File: config.mk
export PLATFORM = sky130hd
export DESIGN_NAME = smtrg_top
export DESIGN_NICKNAME = d
export VERILOG_FILES = /design/src/smtrg_pkg.sv /design/src/smtrg_top.sv /design/src/smtrg_sync.sv
export SDC_FILE = /design/constraint.sdc
export NUM_CORES = 1
export LEC_CHECK = 0
export ABC_AREA = 0
export BUFFER_PORTS_ARGS = -buffer_cell sky130_fd_sc_hd__buf_2
export CORE_UTILIZATION = 39
export DETAILED_ROUTE_END_ITERATION = 16
export PLACE_DENSITY = 0.71
export SLEW_MARGIN = 20
export SYNTH_ARGS = -nofsm -noshare
export SYNTH_HDL_FRONTEND = slang
export SYNTH_SLANG_ARGS = --single-unit
File: constraint.sdc
create_clock -name mclk_in -period 2.6 [get_ports mclk_in]
set_input_delay 0.39 -clock mclk_in [delete_from_list [all_inputs] [get_ports mclk_in]]
set_output_delay 0.39 -clock mclk_in [all_outputs]
set_load 0.05 [all_outputs]
File: src/smtrg_pkg.sv
// Purpose: shared constants for the stop-mode and trigger-enable block
// Assumes: registers are word addressed by unit memory number
// Notes:   all words are 16 bits wide and reset to zero
package smtrg_pkg;
  // ----------------------------------------------------------------
  // register map
  // ----------------------------------------------------------------
  localparam int          ADDR_W          = 16;
  localparam int          DATA_W          = 16;
  localparam int          NTRIG           = 16;
  localparam logic [15:0] ADDR_STOP_SEL   = 16'h261D;
  localparam logic [15:0] ADDR_TRIG_REG   = 16'h2630;
  localparam logic [15:0] ADDR_TRIG_PERM  = 16'h2631;
  localparam logic [15:0] ADDR_TRIG_SET   = 16'h2640;
  localparam logic [15:0] ADDR_STATUS     = 16'h2641;
  localparam logic [15:0] RST_WORD        = 16'h0000;
  // ----------------------------------------------------------------
  // setting values and status fields
  // ----------------------------------------------------------------
  localparam logic [15:0] SEL_DECEL       = 16'h0000;
  localparam logic [15:0] SEL_PAUSE       = 16'h0001;
  localparam int          ST_PAUSED_BIT   = 0;
  localparam int          ST_STOPPING_BIT = 1;
  localparam int          ST_ARMED_BIT    = 2;
  typedef enum logic [1:0] {SMT_IDLE, SMT_STOPPING, SMT_PAUSED} smtrg_state_t;
endpackage

File: src/smtrg_top.sv
// Purpose: deceleration stop / pause control and trigger permit words
// Assumes: motion engine supplies positioning, repeat and end-point status
// Notes:   request and stop pins are synchronised before use
//          settings other than 0 and 1 act as a plain stop
//
// The implementer's own choice: strobed register access.
import smtrg_pkg::*;

// Operation
// - setting word selects decel stop action
// - setting 0: stop, repeat waits end point
// - setting 1: pause, resume on release
// - pause mode idle: plain stop, no resume
// - pause in repeat: stop at end point
// - system or emergency stop cancels pause
// - read-only registered-trigger flags word
// - writable trigger permit word
module smtrg_top (
  // clock and reset
  input  wire logic                        mclk_in,
  input  wire logic                        nrst_in,
  // register port
  input  wire logic [smtrg_pkg::ADDR_W-1:0] addr_in,
  input  wire logic [smtrg_pkg::DATA_W-1:0] wdata_in,
  input  wire logic                        wr_in,
  input  wire logic                        rd_in,
  output logic      [smtrg_pkg::DATA_W-1:0] rdata_out,
  // stop pins
  input  wire logic                        decel_req_in,
  input  wire logic                        sys_stop_in,
  input  wire logic                        emg_stop_in,
  // motion engine status
  input  wire logic                        positioning_in,
  input  wire logic                        repeat_in,
  input  wire logic                        end_point_in,
  // trigger engine
  input  wire logic [smtrg_pkg::NTRIG-1:0] trig_register_in,
  input  wire logic [smtrg_pkg::NTRIG-1:0] trig_unregister_in,
  // motion commands
  output logic                             decel_stop_out,
  output logic                             resume_out,
  output logic                             paused_out,
  output logic      [smtrg_pkg::NTRIG-1:0] trig_enable_out
);
  import smtrg_pkg::*;

  // ----------------------------------------------------------------
  // pin synchronisers
  // ----------------------------------------------------------------
  logic [2:0] pins_s;
  logic       req_s;
  logic       sys_s;
  logic       emg_s;

  smtrg_sync #(.W(3)) u_sync (
    .mclk_in (mclk_in),
    .nrst_in (nrst_in),
    .d_in    ({decel_req_in, sys_stop_in, emg_stop_in}),
    .q_out   (pins_s)
  );

  assign req_s = pins_s[2];
  assign sys_s = pins_s[1];
  assign emg_s = pins_s[0];

  // ----------------------------------------------------------------
  // registers
  // ----------------------------------------------------------------
  logic [DATA_W-1:0] stop_sel_reg;
  logic [DATA_W-1:0] stop_sel_next;
  logic [NTRIG-1:0]  trig_reg_reg;
  logic [NTRIG-1:0]  trig_reg_next;
  logic [NTRIG-1:0]  trig_perm_reg;
  logic [NTRIG-1:0]  trig_perm_next;
  logic [DATA_W-1:0] rdata_next;
  logic              wr_sel;
  logic              wr_perm;
  logic              wr_set;
  logic [DATA_W-1:0] rdata_reg;
  logic [NTRIG-1:0]  trig_enable_reg;
  logic [NTRIG-1:0]  trig_enable_next;

  function automatic logic hit(input logic [ADDR_W-1:0] a, input logic [ADDR_W-1:0] r);
    hit = (a == r);
  endfunction

  // write-enable mux shared by both writable words
  function automatic logic [DATA_W-1:0] take_word(
    input logic              en,
    input logic [DATA_W-1:0] d,
    input logic [DATA_W-1:0] q
  );
    take_word = en ? d : q;
  endfunction

  // ----------------------------------------------------------------
  // address decode
  // ----------------------------------------------------------------
  // only writes are decoded here; reads have their own mux below
  always_comb begin
    wr_sel  = wr_in && hit(addr_in, ADDR_STOP_SEL);
    wr_perm = wr_in && hit(addr_in, ADDR_TRIG_PERM);
    wr_set  = wr_in && hit(addr_in, ADDR_TRIG_SET);
  end

  // ----------------------------------------------------------------
  // word update
  // ----------------------------------------------------------------
  always_comb begin
    stop_sel_next  = take_word(wr_sel, wdata_in, stop_sel_reg);
    trig_perm_next = take_word(wr_perm, wdata_in, trig_perm_reg);
    // registration is hardware driven; software may only withdraw it,
    // and a registration in the same cycle wins over the withdrawal
    trig_reg_next  = trig_reg_reg & ~trig_unregister_in;
    if (wr_set) begin
      trig_reg_next = trig_reg_next & ~wdata_in;
    end
    trig_reg_next  = trig_reg_next | trig_register_in;
  end

  // ----------------------------------------------------------------
  // stop / pause sequencer
  // ----------------------------------------------------------------
  smtrg_state_t state_reg;
  smtrg_state_t state_next;
  logic         req_d_reg;
  logic         req_d_next;
  logic         resumable_reg;
  logic         resumable_next;
  logic         decel_next;
  logic         resume_next;
  logic         req_rise;
  logic         req_fall;
  logic         pause_mode;
  logic         hard_stop;
  logic         decel_stop_reg;
  logic         resume_reg;
  logic         paused_reg;
  logic         paused_next;

  // pause state decode, shared by the status word and the pause flag
  function automatic logic is_paused(input smtrg_state_t st);
    is_paused = (st == SMT_PAUSED);
  endfunction

  // status word: paused, waiting for the end point, resume armed
  function automatic logic [DATA_W-1:0] status_word(
    input smtrg_state_t st,
    input logic         armed
  );
    status_word                  = RST_WORD;
    status_word[ST_PAUSED_BIT]   = is_paused(st);
    status_word[ST_STOPPING_BIT] = (st == SMT_STOPPING);
    status_word[ST_ARMED_BIT]    = armed;
  endfunction

  // ----------------------------------------------------------------
  // request edge detector
  // ----------------------------------------------------------------
  // the delay flop resets low like the idle pin, so no false edge after reset
  always_comb begin
    req_d_next = req_s;
    req_rise   = req_s && !req_d_reg;
    req_fall   = !req_s && req_d_reg;
  end

  always_ff @(posedge mclk_in or negedge nrst_in) begin
    if (!nrst_in) begin
      req_d_reg <= 1'b0;
    end else begin
      req_d_reg <= req_d_next;
    end
  end

  // a hard stop outranks both the end point and the release
  always_comb begin
    pause_mode     = (stop_sel_reg == SEL_PAUSE);
    hard_stop      = sys_s || emg_s;
    state_next     = state_reg;
    resumable_next = resumable_reg;
    decel_next     = 1'b0;
    resume_next    = 1'b0;
    case (state_reg)
      SMT_IDLE: begin
        if (req_rise && !hard_stop) begin
          // resume only when a positioning run was actually cut short
          resumable_next = pause_mode && positioning_in;
          if (repeat_in) begin
            state_next = SMT_STOPPING;
          end else begin
            decel_next = 1'b1;
            state_next = SMT_PAUSED;
          end
        end
      end
      SMT_STOPPING: begin
        // repeat run continues to the targeted end point, then stops
        if (hard_stop) begin
          resumable_next = 1'b0;
          state_next     = SMT_IDLE;
        end else if (end_point_in) begin
          decel_next = 1'b1;
          state_next = SMT_PAUSED;
        end
      end
      SMT_PAUSED: begin
        if (hard_stop) begin
          resumable_next = 1'b0;
          state_next     = SMT_IDLE;
        end else if (req_fall) begin
          resume_next    = resumable_reg;
          resumable_next = 1'b0;
          state_next     = SMT_IDLE;
        end
      end
      default: begin
        state_next     = SMT_IDLE;
        resumable_next = 1'b0;
      end
    endcase
  end

  // ----------------------------------------------------------------
  // read port
  // ----------------------------------------------------------------
  always_comb begin
    rdata_next = RST_WORD;
    if (rd_in) begin
      case (addr_in)
        ADDR_STOP_SEL:  rdata_next = stop_sel_reg;
        ADDR_TRIG_REG:  rdata_next = trig_reg_reg;
        ADDR_TRIG_PERM: rdata_next = trig_perm_reg;
        ADDR_STATUS:    rdata_next = status_word(state_reg, resumable_reg);
        default:        rdata_next = RST_WORD;
      endcase
    end
  end

  // ----------------------------------------------------------------
  // output words
  // ----------------------------------------------------------------
  // enable and pause flag are registered from the next values, so they
  // change on the same edge as the words they are built from
  always_comb begin
    trig_enable_next = trig_perm_next & trig_reg_next;
    paused_next      = is_paused(state_next) && resumable_next;
  end

  // ----------------------------------------------------------------
  // register words
  // ----------------------------------------------------------------
  always_ff @(posedge mclk_in or negedge nrst_in) begin
    if (!nrst_in) begin
      stop_sel_reg    <= RST_WORD;
      trig_reg_reg    <= RST_WORD;
      trig_perm_reg   <= RST_WORD;
      trig_enable_reg <= RST_WORD;
    end else begin
      stop_sel_reg    <= stop_sel_next;
      trig_reg_reg    <= trig_reg_next;
      trig_perm_reg   <= trig_perm_next;
      trig_enable_reg <= trig_enable_next;
    end
  end

  // ----------------------------------------------------------------
  // sequencer registers
  // ----------------------------------------------------------------
  always_ff @(posedge mclk_in or negedge nrst_in) begin
    if (!nrst_in) begin
      state_reg      <= SMT_IDLE;
      resumable_reg  <= 1'b0;
      decel_stop_reg <= 1'b0;
      resume_reg     <= 1'b0;
      paused_reg     <= 1'b0;
    end else begin
      state_reg      <= state_next;
      resumable_reg  <= resumable_next;
      decel_stop_reg <= decel_next;
      resume_reg     <= resume_next;
      paused_reg     <= paused_next;
    end
  end

  // ----------------------------------------------------------------
  // read data register
  // ----------------------------------------------------------------
  // cleared outside the read slot so a stale word never lingers on the port
  always_ff @(posedge mclk_in or negedge nrst_in) begin
    if (!nrst_in) begin
      rdata_reg <= RST_WORD;
    end else begin
      rdata_reg <= rdata_next;
    end
  end

  // ----------------------------------------------------------------
  // outputs
  // ----------------------------------------------------------------
  assign rdata_out       = rdata_reg;
  assign decel_stop_out  = decel_stop_reg;
  assign resume_out      = resume_reg;
  assign paused_out      = paused_reg;
  // permit gates only triggers that are registered
  assign trig_enable_out = trig_enable_reg;
endmodule

File: src/smtrg_sync.sv
// Purpose: two-flop synchroniser for pin inputs
// Assumes: inputs are asynchronous to mclk_in
// Notes:   first stage feeds only the second stage
module smtrg_sync #(
  parameter int W = 1
) (
  // clock and reset
  input  wire logic         mclk_in,
  input  wire logic         nrst_in,
  // data
  input  wire logic [W-1:0] d_in,
  output logic      [W-1:0] q_out
);
  logic [W-1:0] s1_reg;
  logic [W-1:0] s1_next;
  logic [W-1:0] q_next;

  always_comb begin
    s1_next = d_in;
    q_next  = s1_reg;
  end

  always_ff @(posedge mclk_in or negedge nrst_in) begin
    if (!nrst_in) begin
      s1_reg <= '0;
      q_out  <= '0;
    end else begin
      s1_reg <= s1_next;
      q_out  <= q_next;
    end
  end
endmodule

-- Word-level counts from Yosys, hierarchy flattened
Index checks and enable logic that the tools add are counted.
- equality and inequality tests: 9
- multiplexer cells: 24
- bitwise gates (word level): 6
- reduce and logical (&&, ||, !) cells: 13
- operator list (operator ; number):
    16-bit by 14-bit equality test with 1-bit output, second input constant ; 5
    16-bit one-hot mux with 4 select lines ; 1
    16-bit AND ; 3
    16-bit two-way mux ; 3
    16-bit inverter ; 2
    16-bit by 1-bit equality test with 1-bit output, second input constant ; 1
    16-bit OR ; 1
    2-bit two-way mux ; 6
    1-bit two-way mux ; 11
    1-bit logical AND ; 8
    2-bit one-hot mux with 3 select lines ; 1
    2-bit equality test, second input constant ; 2
    1-bit zero test ; 3
    1-bit one-hot mux with 3 select lines ; 1
    2-bit by 1-bit equality test with 1-bit output, second input constant ; 1
    2-bit zero test ; 1
    1-bit one-hot mux with 2 select lines ; 1
    1-bit logical OR ; 1
- bits in registers: 93
- input bits: 74
- output and inout port bits: 35
- logic and storage cells: 65

-- Longest topological paths before layout
Gate-level depths: netlist (run 1).
- depth in word-level cells: 7
- mapped depth: 7
- mapped depth without buffers: 4

-- By module
From an unflattened synthesis (run 1), not the netlist that was laid out.
- cells, all modules: 356
- area total of the unflattened synthesis: 3920.0 sq um
- by module, submodules not included (module ; instances ; cells each ; area an instance (sq um) ; sequential area each (sq um)):
    smtrg_top ; 1 ; 350 ; 3769.9 ; 2177.1
    smtrg_sync ; 1 ; 6 ; 150.1 ; 150.1

-- Least setup slack after synthesis (run 1)
No wires, ideal clock.
- path type: input-to-reg
- start: input addr_in[12] (netlist name)
- end: register stop_sel_reg[10]
- library setup time: 128 ps
- arrival time: 2180 ps
- required time: 2472 ps
- path slack: 293 ps
- stages: 6
- buffers on the path: 2
- cell sequence: or4b_1 -> buf_2 -> nor4_4 -> nand2_2 -> buf_2 -> mux2_1
- longest elaborated chain between the ends: 2
- ends and longest elaborated chain (element ; line ; source):
    from (decl) ; smtrg_top.sv:23 ; input wire logic [smtrg_pkg::ADDR_W-1:0] addr_in,
    16-bit by 14-bit equality test with 1-bit output ; smtrg_top.sv:84 ; hit = (a == r);
    1-bit logical AND ; smtrg_top.sv:101 ; wr_sel = wr_in && hit(addr_in, ADDR_STOP_SEL);
    to (signal assigned) ; smtrg_top.sv:259 ; stop_sel_reg <= stop_sel_next;
    to (decl) ; smtrg_top.sv:69 ; logic [DATA_W-1:0] stop_sel_reg;
Every way passes these cells.
A chain may end at the register's enable or synchronous reset.

-- Worst setup path in the final report (run 1)
- start: input addr_in[12] (netlist name)
- end: register stop_sel_reg[9]
The elaborated chain is that of the path after synthesis.

==> impl_metrics.csv, run 1 <==
group,metric,value,unit
route,wirelength,10100,µm
timing,min_period,2.07,ns
route,via_per_inst,5.39,
critical_path,slowest_delay,0.69,ns
global_routing,grt_max_degree,53,
synth,synth_cell_types,39,
timing,setup_ws,0.527,ns
cts,cts.clk_slew.worst_paths,0.08,ns
route,m1WireLength,4290,µm
synth,ys_warn_count,0,
placement,place_ws,0.177,ns
synth,yosysTopAreaCellShare,0.600,
timing,maxSlewHeadroom,0.565,
placement,post-place-cells,582,
synth,syn-num-nets,418,
die,die_area,0.0103,mm²
final_layout,area_growth,26.0,%
timing,fin_tns_setup,0,ns
final_layout,utilization,0.505,
route,drt_iter0_markers,198,
power_and_ir_drop,leakage,2.63,nW
route,wl_per_cell,16.9,µm
synth,ys_seq_area_frac,0.600,
route,detail_route.first_pass.iterations,5,
power_and_ir_drop,peakVddDrop,0.315,mV
timing,clock_skew,0.00856,ns
route,route.met3.wl,759,µm
die,fp.dieW,102,µm
critical_path,end_kind,"flop",
final_layout,nNetsFinal,534,
die,num_rows,36,
critical_path,crit_chain,"buf_2, or4b_1, nor4_4, nand2_2, mux2_1",
final_layout,nFillCells,910,
synth,synth_area_leaders,"dfrtp_1 60%, a22oi_1 4.8%, a311o_1 4.1%",
timing,rsz0062_at_grt,"no",
power_and_ir_drop,power_per_cell_area,564,mW/mm²
route,met2RoutedLength,4940,µm
worst_hold_path,worst_hold_path_type,"in -> async",
timing,hold_viol,0,
cts,insertion_delay,0.35,ns
cts,postCtsSetupBuffers,0,
synth,netlist_area,0.00388,mm²
global_routing,antenna_found_initial,1,
synth,synth_largest_area_cell,"dfrtp_1",
global_routing,grt_pass1_vias,3254,
final_layout,final_cell_mix,"107 x buf_2, 93 x dfrtp_1, 41 x nand2_1",
critical_path,r2r_slack,0.89,ns
outcome,outcome,"completed",
global_routing,track_usage,0.204,
synth,postSynthCellCount,344,
global_routing,grt_overflow,0,
cts,cts.path.max_buffers,2,
route,drc,0,
placement,port_buffers,108,
global_routing,grt_pass1_wl,15800,µm
timing,finalCritPeriodShare,0.797,
critical_path,worstSetupPathType,"in -> reg",
route,dr_total_vias,3221,
route,ant_nets,0,
synth,synth-seq-cells,93,
placement,place_area,0.00466,mm²
die,core_area,0.00968,mm²
cts,tritoncts,"done",
critical_path,reg2reg_to,"paused_out$_DFF_PN0_",
critical_path,reg2reg_depth,4,
timing,tightest_slew,0.652,ns
critical_path,required,2.82,ns
critical_path,r2r-start,"state_reg[0]$_DFF_PN0_",
route,maxUsedRoutingLayer,"met4",
critical_path,critical-path-slowest-cell,"or4b_1",
cts,cts_buffers,9,
critical_path,cp-start-kind,"input port",
synth,syn_avg_cell_area,11.3,µm²
die,ios,109,
cts,cts_num_sinks,93,
cts,cts_hold_buf,0,
final_layout,stdcell_count,598,
placement,gp_congestion,0.769,
final_layout,finish.instance_area,0.00489,mm²
timing,max_freq,482,MHz
critical_path,crit_fanout,16,
cts,cts_root_buffer,"clkbuf_8",
job,cap_violations,0,
critical_path,arrival,2.30,ns
timing,slew_viol_final,0,
die,initial_core_util,0.400,
die,fp.dieH,102,µm
cts,post_cts_resized,0,
final_layout,final_common_cell,"buf_2",
timing,setup_viol,0,
cts,h-tree-depth,3,
final_layout,drive_gt1_frac,0.319,
placement,post-dp-hpwl,7010,µm
[cells in the mapped netlist, drive strengths merged]
| master | number |
|---|---|
| nand4 | 1 |
| nor4bb | 2 |
| a21oi | 7 |
| or3b | 1 |
| mux2 | 16 |
| nor4b | 4 |
| nand4bb | 2 |
| a311o | 16 |
| and3 | 3 |
| and2 | 1 |
| or4bb | 2 |
| dfrtp | 93 |
| nand2 | 42 |
| o41ai | 1 |
| a2bb2oi | 1 |
| o31ai | 1 |
| or4b | 2 |
| inv | 35 |
| o21ai | 17 |
| o2111ai | 1 |
| or2 | 2 |
| nor4 | 7 |
| a22oi | 25 |
| nor2b | 1 |
| nor2 | 14 |
| clkbuf | 11 |
| nor3 | 1 |
| buf | 5 |
| a222oi | 9 |
| or3 | 1 |
| a32oi | 2 |
| nand3 | 18 |
[power breakdown]
part           switching [mW]  internal [mW]  total [mW]  leakage (nW)
sequential             0.0158           1.47        1.48          1.23
clock                   0.475          0.631        1.11         0.116
combinational          0.0939         0.0732       0.167          1.28
[worst max-delay path: cells and delay by family]
kind	cells	cell delay, ns
simple gates	3	1.38
mux	1	0.41
buf+inv	1	0.10
[worst max-delay path by stage]
stage,startpoint,end,cells past startpoint
6_report,addr_in[12],stop_sel_reg[9]$_DFFE_PN0P_,5
2_1_floorplan,addr_in[12],stop_sel_reg[10]$_DFFE_PN0P_,6
5_1_grt,addr_in[12],stop_sel_reg[12]$_DFFE_PN0P_,5
4_1_cts,addr_in[12],stop_sel_reg[9]$_DFFE_PN0P_,5
3_3_place_gp,addr_in[12],stop_sel_reg[13]$_DFFE_PN0P_,5
3_5_place_dp,addr_in[12],stop_sel_reg[12]$_DFFE_PN0P_,5
[stage by stage]
| stage | hold slack [ns] | power, mW |
|---|---|---|
| 6_report | 0.0796 | 2.76 |
| 5_1_grt | 0.106 | 2.86 |
| 4_1_cts | 0.0808 | 2.79 |
| 3_5_place_dp | 0.336 | 1.68 |
| 3_3_place_gp | 0.335 | 1.68 |
| 2_1_floorplan | 0.0944 | 1.56 |
[metal layers]
| layer | vias to the layer above | GRT usage |
|---|---|---|
| li1 | 1479 | - |
| met4 | 0 | 0.0881 |
| met2 | 157 | 0.330 |
| met5 | - | 0 |
| met1 | 1573 | 0.267 |
| met3 | 12 | 0.0407 |
[cells by family (layout without fill, tap and decap cells)]
group | count (synthesis) | count (layout) | share of synthesized area
other | 0 | 1 | 0
flip-flops | 93 | 93 | 0.600
multiplexers | 16 | 16 | 0.0465
buffers and inverters | 51 | 171 | 0.0507
AND/OR/NAND/NOR | 104 | 104 | 0.146
AO/OA/AOI/OAI | 80 | 80 | 0.157
[layout make-up]
type	instances	area (µm²)	area share
diodes	1	2.50	0.000512
clock buffers	10	128	0.0261
clock inverters	5	100	0.0205
inverters	35	131	0.0269
multi-input cells	200	1380	0.282
flip-flops and latches	93	2330	0.476
well taps	133	166	0.0341
repair buffers	121	653	0.134
No activity file was read; power rests on OpenSTA's default activity.
==> run 2: changes to the inputs <==
clock period = 2.1 ns   (was 2.6 ns; I/O delays follow)
==> run 2 against run 1 <==
  * Count of clock-buffer cells in the layout increased by 3
  * First-iteration DRC count decreased by 13%
  * Hold slack worse by 0.011 ns
  * Largest cell class unchanged
==> impl_metrics.csv, run 2 (synthesis gave the netlist of run 1 again) <==
group,metric,value,unit
final_layout,nFillCells,882,
die,fp.dieH,102,µm
final_layout,nNetsFinal,541,
timing,finalCritPeriodShare,0.859,
timing,tightest_slew,0.414,ns
route,ant_nets,0,
global_routing,grt_pass1_wl,15900,µm
global_routing,grt_pass1_vias,3272,
timing,fin_tns_setup,0,ns
route,wirelength,10300,µm
route,drc,0,
route,wl_per_cell,17.0,µm
final_layout,antenna_cells,0,
cts,cts_buffers,9,
critical_path,cp-start-kind,"input port",
die,core_area,0.00968,mm²
timing,rsz0062_at_grt,"no",
route,dr_total_vias,3251,
timing,min_period,1.80,ns
final_layout,stdcell_count,604,
worst_hold_path,worst_hold_path_type,"in -> reg",
cts,cts.clk_slew.worst_paths,0.08,ns
critical_path,arrival,2.08,ns
cts,insertion_delay,0.35,ns
power_and_ir_drop,power_per_cell_area,640,mW/mm²
timing,maxSlewHeadroom,0.721,
timing,setup_viol,0,
timing,clock_skew,0.00509,ns
die,num_rows,36,
timing,max_freq,554,MHz
timing,hold_viol,0,
global_routing,antenna_found_initial,0,
cts,cts_root_buffer,"clkbuf_8",
placement,post-place-cells,588,
job,cap_violations,0,
final_layout,final_common_cell,"buf_2",
final_layout,area_growth,27.2,%
timing,whs,0.0681,ns
outcome,outcome,"completed",
route,detail_route.first_pass.iterations,5,
global_routing,grt_max_degree,42,
die,ios,109,
power_and_ir_drop,finalPower,3.16,mW
cts,postCtsSetupBuffers,0,
die,initial_core_util,0.400,
final_layout,final_cell_mix,"107 x buf_2, 93 x dfrtp_1, 41 x nand2_1",
critical_path,crit_fanout,17,
placement,port_buffers,108,
cts,cts_hold_buf,1,
placement,gp_congestion,0.822,
critical_path,end_kind,"flop",
cts,h-tree-depth,3,
cts,cts_num_sinks,93,
critical_path,r2r_slack,0.40,ns
global_routing,track_usage,0.207,
power_and_ir_drop,peakVddDrop,0.259,mV
timing,slew_viol_final,0,
power_and_ir_drop,leakage,2.65,nW
die,fp.dieW,102,µm
cts,tritoncts,"done",
critical_path,required,2.37,ns
cts,post_cts_resized,0,
cts,cts.path.max_buffers,2,
die,die_area,0.0103,mm²
critical_path,worstSetupPathType,"in -> reg",
route,via_per_inst,5.38,
route,drt_iter0_markers,173,
placement,post-dp-hpwl,7450,µm
global_routing,grt_overflow,0,
final_layout,drive_gt1_frac,0.325,
## run 2: per-layer routing
| metal | track usage | share of wire | up-vias |
|---|---|---|---|
| met1 | 0.259 | 0.43 | 1599 |
| li1 | - | - | 1495 |
| met2 | 0.336 | 0.48 | 135 |
| met4 | 0.0936 | 0.024 | 0 |
| met5 | 0 | 0 | - |
| met3 | 0.0552 | 0.068 | 22 |
## run 2: stage by stage
stage / utilization / instance area, µm² / setup slack [ns]
4_1_cts: 0.509 / 4930 / 0.308
2_1_floorplan: - / 3900 / 0.0141
3_5_place_dp: 0.490 / 4750 / -0.0560
3_3_place_gp: 0.490 / 4750 / 0.0111
6_report: 0.509 / 4930 / 0.295
5_1_grt: 0.509 / 4930 / 0.183
## run 2: where the power goes
part	internal, mW	switching [mW]	leakage, nW	total, mW
Sequential	1.82	0.0197	1.23	1.84
Combinational	0.0948	0.117	1.33	0.212
Clock	0.545	0.561	0.0875	1.11
## run 2: critical path, stage by stage
cell and delay (ns):
buf_2 0.10, or4b_1 0.70, nor4_4 0.24, buf_4 0.29
o41ai_2 0.11, buf_4 0.19, a21oi_1 0.13
## run 2: path summary, 6_finish.rpt
kind | startpoint | to | cells past startpoint
max | addr_in[12] | rdata_out[1]$_DFF_PN0_ | 7
min | decel_req_in | u_sync.q_next[2]$_DFF_PN0_ | 1
max reg2reg | state_reg[0]$_DFF_PN0_ | paused_out$_DFF_PN0_ | 4
min reg2reg | u_sync.q_next[2]$_DFF_PN0_ | u_sync.q_out[2]$_DFF_PN0_ | 0
max in group asynchronous | nrst_in | stop_sel_reg[9]$_DFFE_PN0P_ | 3
min in group asynchronous | nrst_in | trig_reg_reg[13]$_DFF_PN0_ | 2
## run 2: area by class of cell
cell class | count | area, µm² | share of cell area
inverter | 35 | 131 | 0.0266
sequential | 93 | 2330 | 0.472
timing repair buffer | 128 | 746 | 0.151
multi-input combinational | 200 | 1390 | 0.282
tap | 133 | 166 | 0.0337
clock buffer | 13 | 139 | 0.0282
clock inverter | 2 | 35.0 | 0.00710
==> run 3: changes to the inputs <==
CTS_CLUSTER_DIAMETER = 150   (was unset)
clock period = 2.2 ns   (was 2.1 ns; I/O delays follow)
==> run 3 against run 2 <==
  * Setup slack improved by 0.033 ns
  * Sequential share of layout area decreased by 0.30 points
  * Hold slack improved by 0.0070 ns
  * Non-clock buffer count is 3 lower
  * Critical path depth stayed put
  * First-iteration DRC count is 36% higher
  * Via count shrank 1.2%
  * Power grew 1.9%
  * Cell count down 0.33%
==> impl_metrics.csv, run 3 (synthesis gave the netlist of run 1 again) <==
group,metric,value,unit
route,wl_per_cell,16.9,µm
timing,finalCritPeriodShare,0.851,
global_routing,grt_pass1_vias,3289,
timing,max_freq,534,MHz
global_routing,grt_overflow,0,
final_layout,finish.instance_area,0.00496,mm²
cts,tritoncts,"done",
timing,rsz0062_at_grt,"no",
power_and_ir_drop,leakage,2.67,nW
timing,setup_viol,0,
timing,slew_viol_final,0,
placement,port_buffers,108,
cts,cts_num_sinks,93,
final_layout,stdcell_count,602,
timing,fin_tns_setup,0,ns
route,via_per_inst,5.33,
cts,cts.clk_slew.worst_paths,0.08,ns
cts,cts_root_buffer,"clkbuf_8",
outcome,outcome,"completed",
job,cap_violations,0,
cts,postCtsSetupBuffers,0,
die,num_rows,36,
placement,gp_congestion,0.799,
final_layout,drive_gt1_frac,0.324,
placement,place_area,0.00473,mm²
final_layout,final_cell_mix,"107 x buf_2, 93 x dfrtp_1, 41 x nand2_1",
placement,post-place-cells,585,
critical_path,critical-path-slowest-cell,"or4b_1",
route,wirelength,10200,µm
critical_path,cp-start-kind,"input port",
critical_path,worstSetupPathType,"in -> reg",
critical_path,crit_chain,"buf_2, or4b_1, nor4b_1, buf_4, o41ai_2, buf_12, a21oi_1",
power_and_ir_drop,power_per_cell_area,648,mW/mm²
global_routing,track_usage,0.210,
timing,min_period,1.87,ns
route,drt_iter0_markers,236,
final_layout,multi_input_area,0.00138,mm²
route,detail_route.first_pass.iterations,7,
die,initial_core_util,0.400,
timing,maxSlewHeadroom,0.593,
route,dr_total_vias,3211,
power_and_ir_drop,peakVddDrop,0.329,mV
final_layout,antenna_cells,0,
placement,post-dp-hpwl,7180,µm
timing,hold_viol,0,
final_layout,area_growth,28.0,%
cts,cts_buffers,9,
cts,insertion_delay,0.36,ns
global_routing,antenna_found_initial,0,
final_layout,nNetsFinal,538,
critical_path,required,2.47,ns
critical_path,slowest_delay,0.70,ns
worst_hold_path,worst_hold_path_type,"in -> reg",
critical_path,end_kind,"flop",
global_routing,grt_max_degree,47,
final_layout,nFillCells,883,
die,core_area,0.00968,mm²
final_layout,final_common_cell,"buf_2",
route,drc,0,
die,fp.dieW,102,µm
cts,cts.path.max_buffers,2,
critical_path,crit_fanout,16,
route,ant_nets,0,
critical_path,arrival,2.15,ns
timing,clock_skew,0.0101,ns
cts,post_cts_resized,0,
final_layout,seqCellArea,0.00233,mm²
timing,tightest_slew,0.611,ns
cts,h-tree-depth,3,
global_routing,grt_pass1_wl,16100,µm
die,fp.dieH,102,µm
die,die_area,0.0103,mm²
die,ios,109,
[run 3: path summary, 6_finish.rpt]
path | from | end | slack (ns) | cells after the start
worst min-delay path | emg_stop_in | u_sync.q_next[0]$_DFF_PN0_ | 0.08 | 1
worst max-delay path | addr_in[12] | rdata_out[6]$_DFF_PN0_ | 0.33 | 7
max in group asynchronous | nrst_in | trig_enable_out[5]$_DFF_PN0_ | 1.16 | 3
min in group asynchronous | nrst_in | trig_enable_out[0]$_DFF_PN0_ | 0.42 | 2
worst min register to register | u_sync.q_next[2]$_DFF_PN0_ | u_sync.q_out[2]$_DFF_PN0_ | 0.35 | 0
worst max register to register | state_reg[0]$_DFF_PN0_ | paused_out$_DFF_PN0_ | 0.54 | 4
[run 3: through the flow]
step,total power [mW],util,worst slack (ns),hold slack [ns]
after CTS,3.25,0.513,0.335,0.0553
after detailed placement,1.99,0.488,-0.0293,0.271
after global routing,3.35,0.513,0.281,0.0555
final,3.22,0.513,0.329,0.0751
after global placement,1.98,0.488,-0.00931,0.264
after floorplan,1.85,-,0.0499,0.0344
[run 3: timing repair]
action                                  CTS  global route
endpoints found under the hold margin    26             0
hold buffers                              1             0
endpoints found under the setup margin    0             0
[run 3: cell type report]
class / count / area share
sequential: 93 / 0.469
tap: 133 / 0.0335
multi-input combinational: 200 / 0.278
inverter: 35 / 0.0265
clock inverter: 4 / 0.0141
clock buffer: 12 / 0.0313
timing repair buffer: 125 / 0.148
[run 3: power by group]
| part | total, mW | leakage [nW] | switching (mW) | internal (mW) |
|---|---|---|---|---|
| clock | 1.26 | 0.116 | 0.561 | 0.699 |
| sequential | 1.75 | 1.23 | 0.0178 | 1.74 |
| combinational | 0.203 | 1.32 | 0.113 | 0.0904 |
[run 3: per-layer routing]
layer / vias up / global-route usage / part of all wire
met4: 0 / 0.0836 / 0.012
met2: 144 / 0.338 / 0.49
li1: 1491 / - / -
met5: - / 0 / 0
met1: 1563 / 0.271 / 0.42
met3: 13 / 0.0559 / 0.079
[run 3: critical path, delay by kind of cell]
kind	cells	cell delay, ns
AND/OR/NAND/NOR	2	1.09
buffers and inverters	3	0.47
AO/OA/AOI/OAI	2	0.25
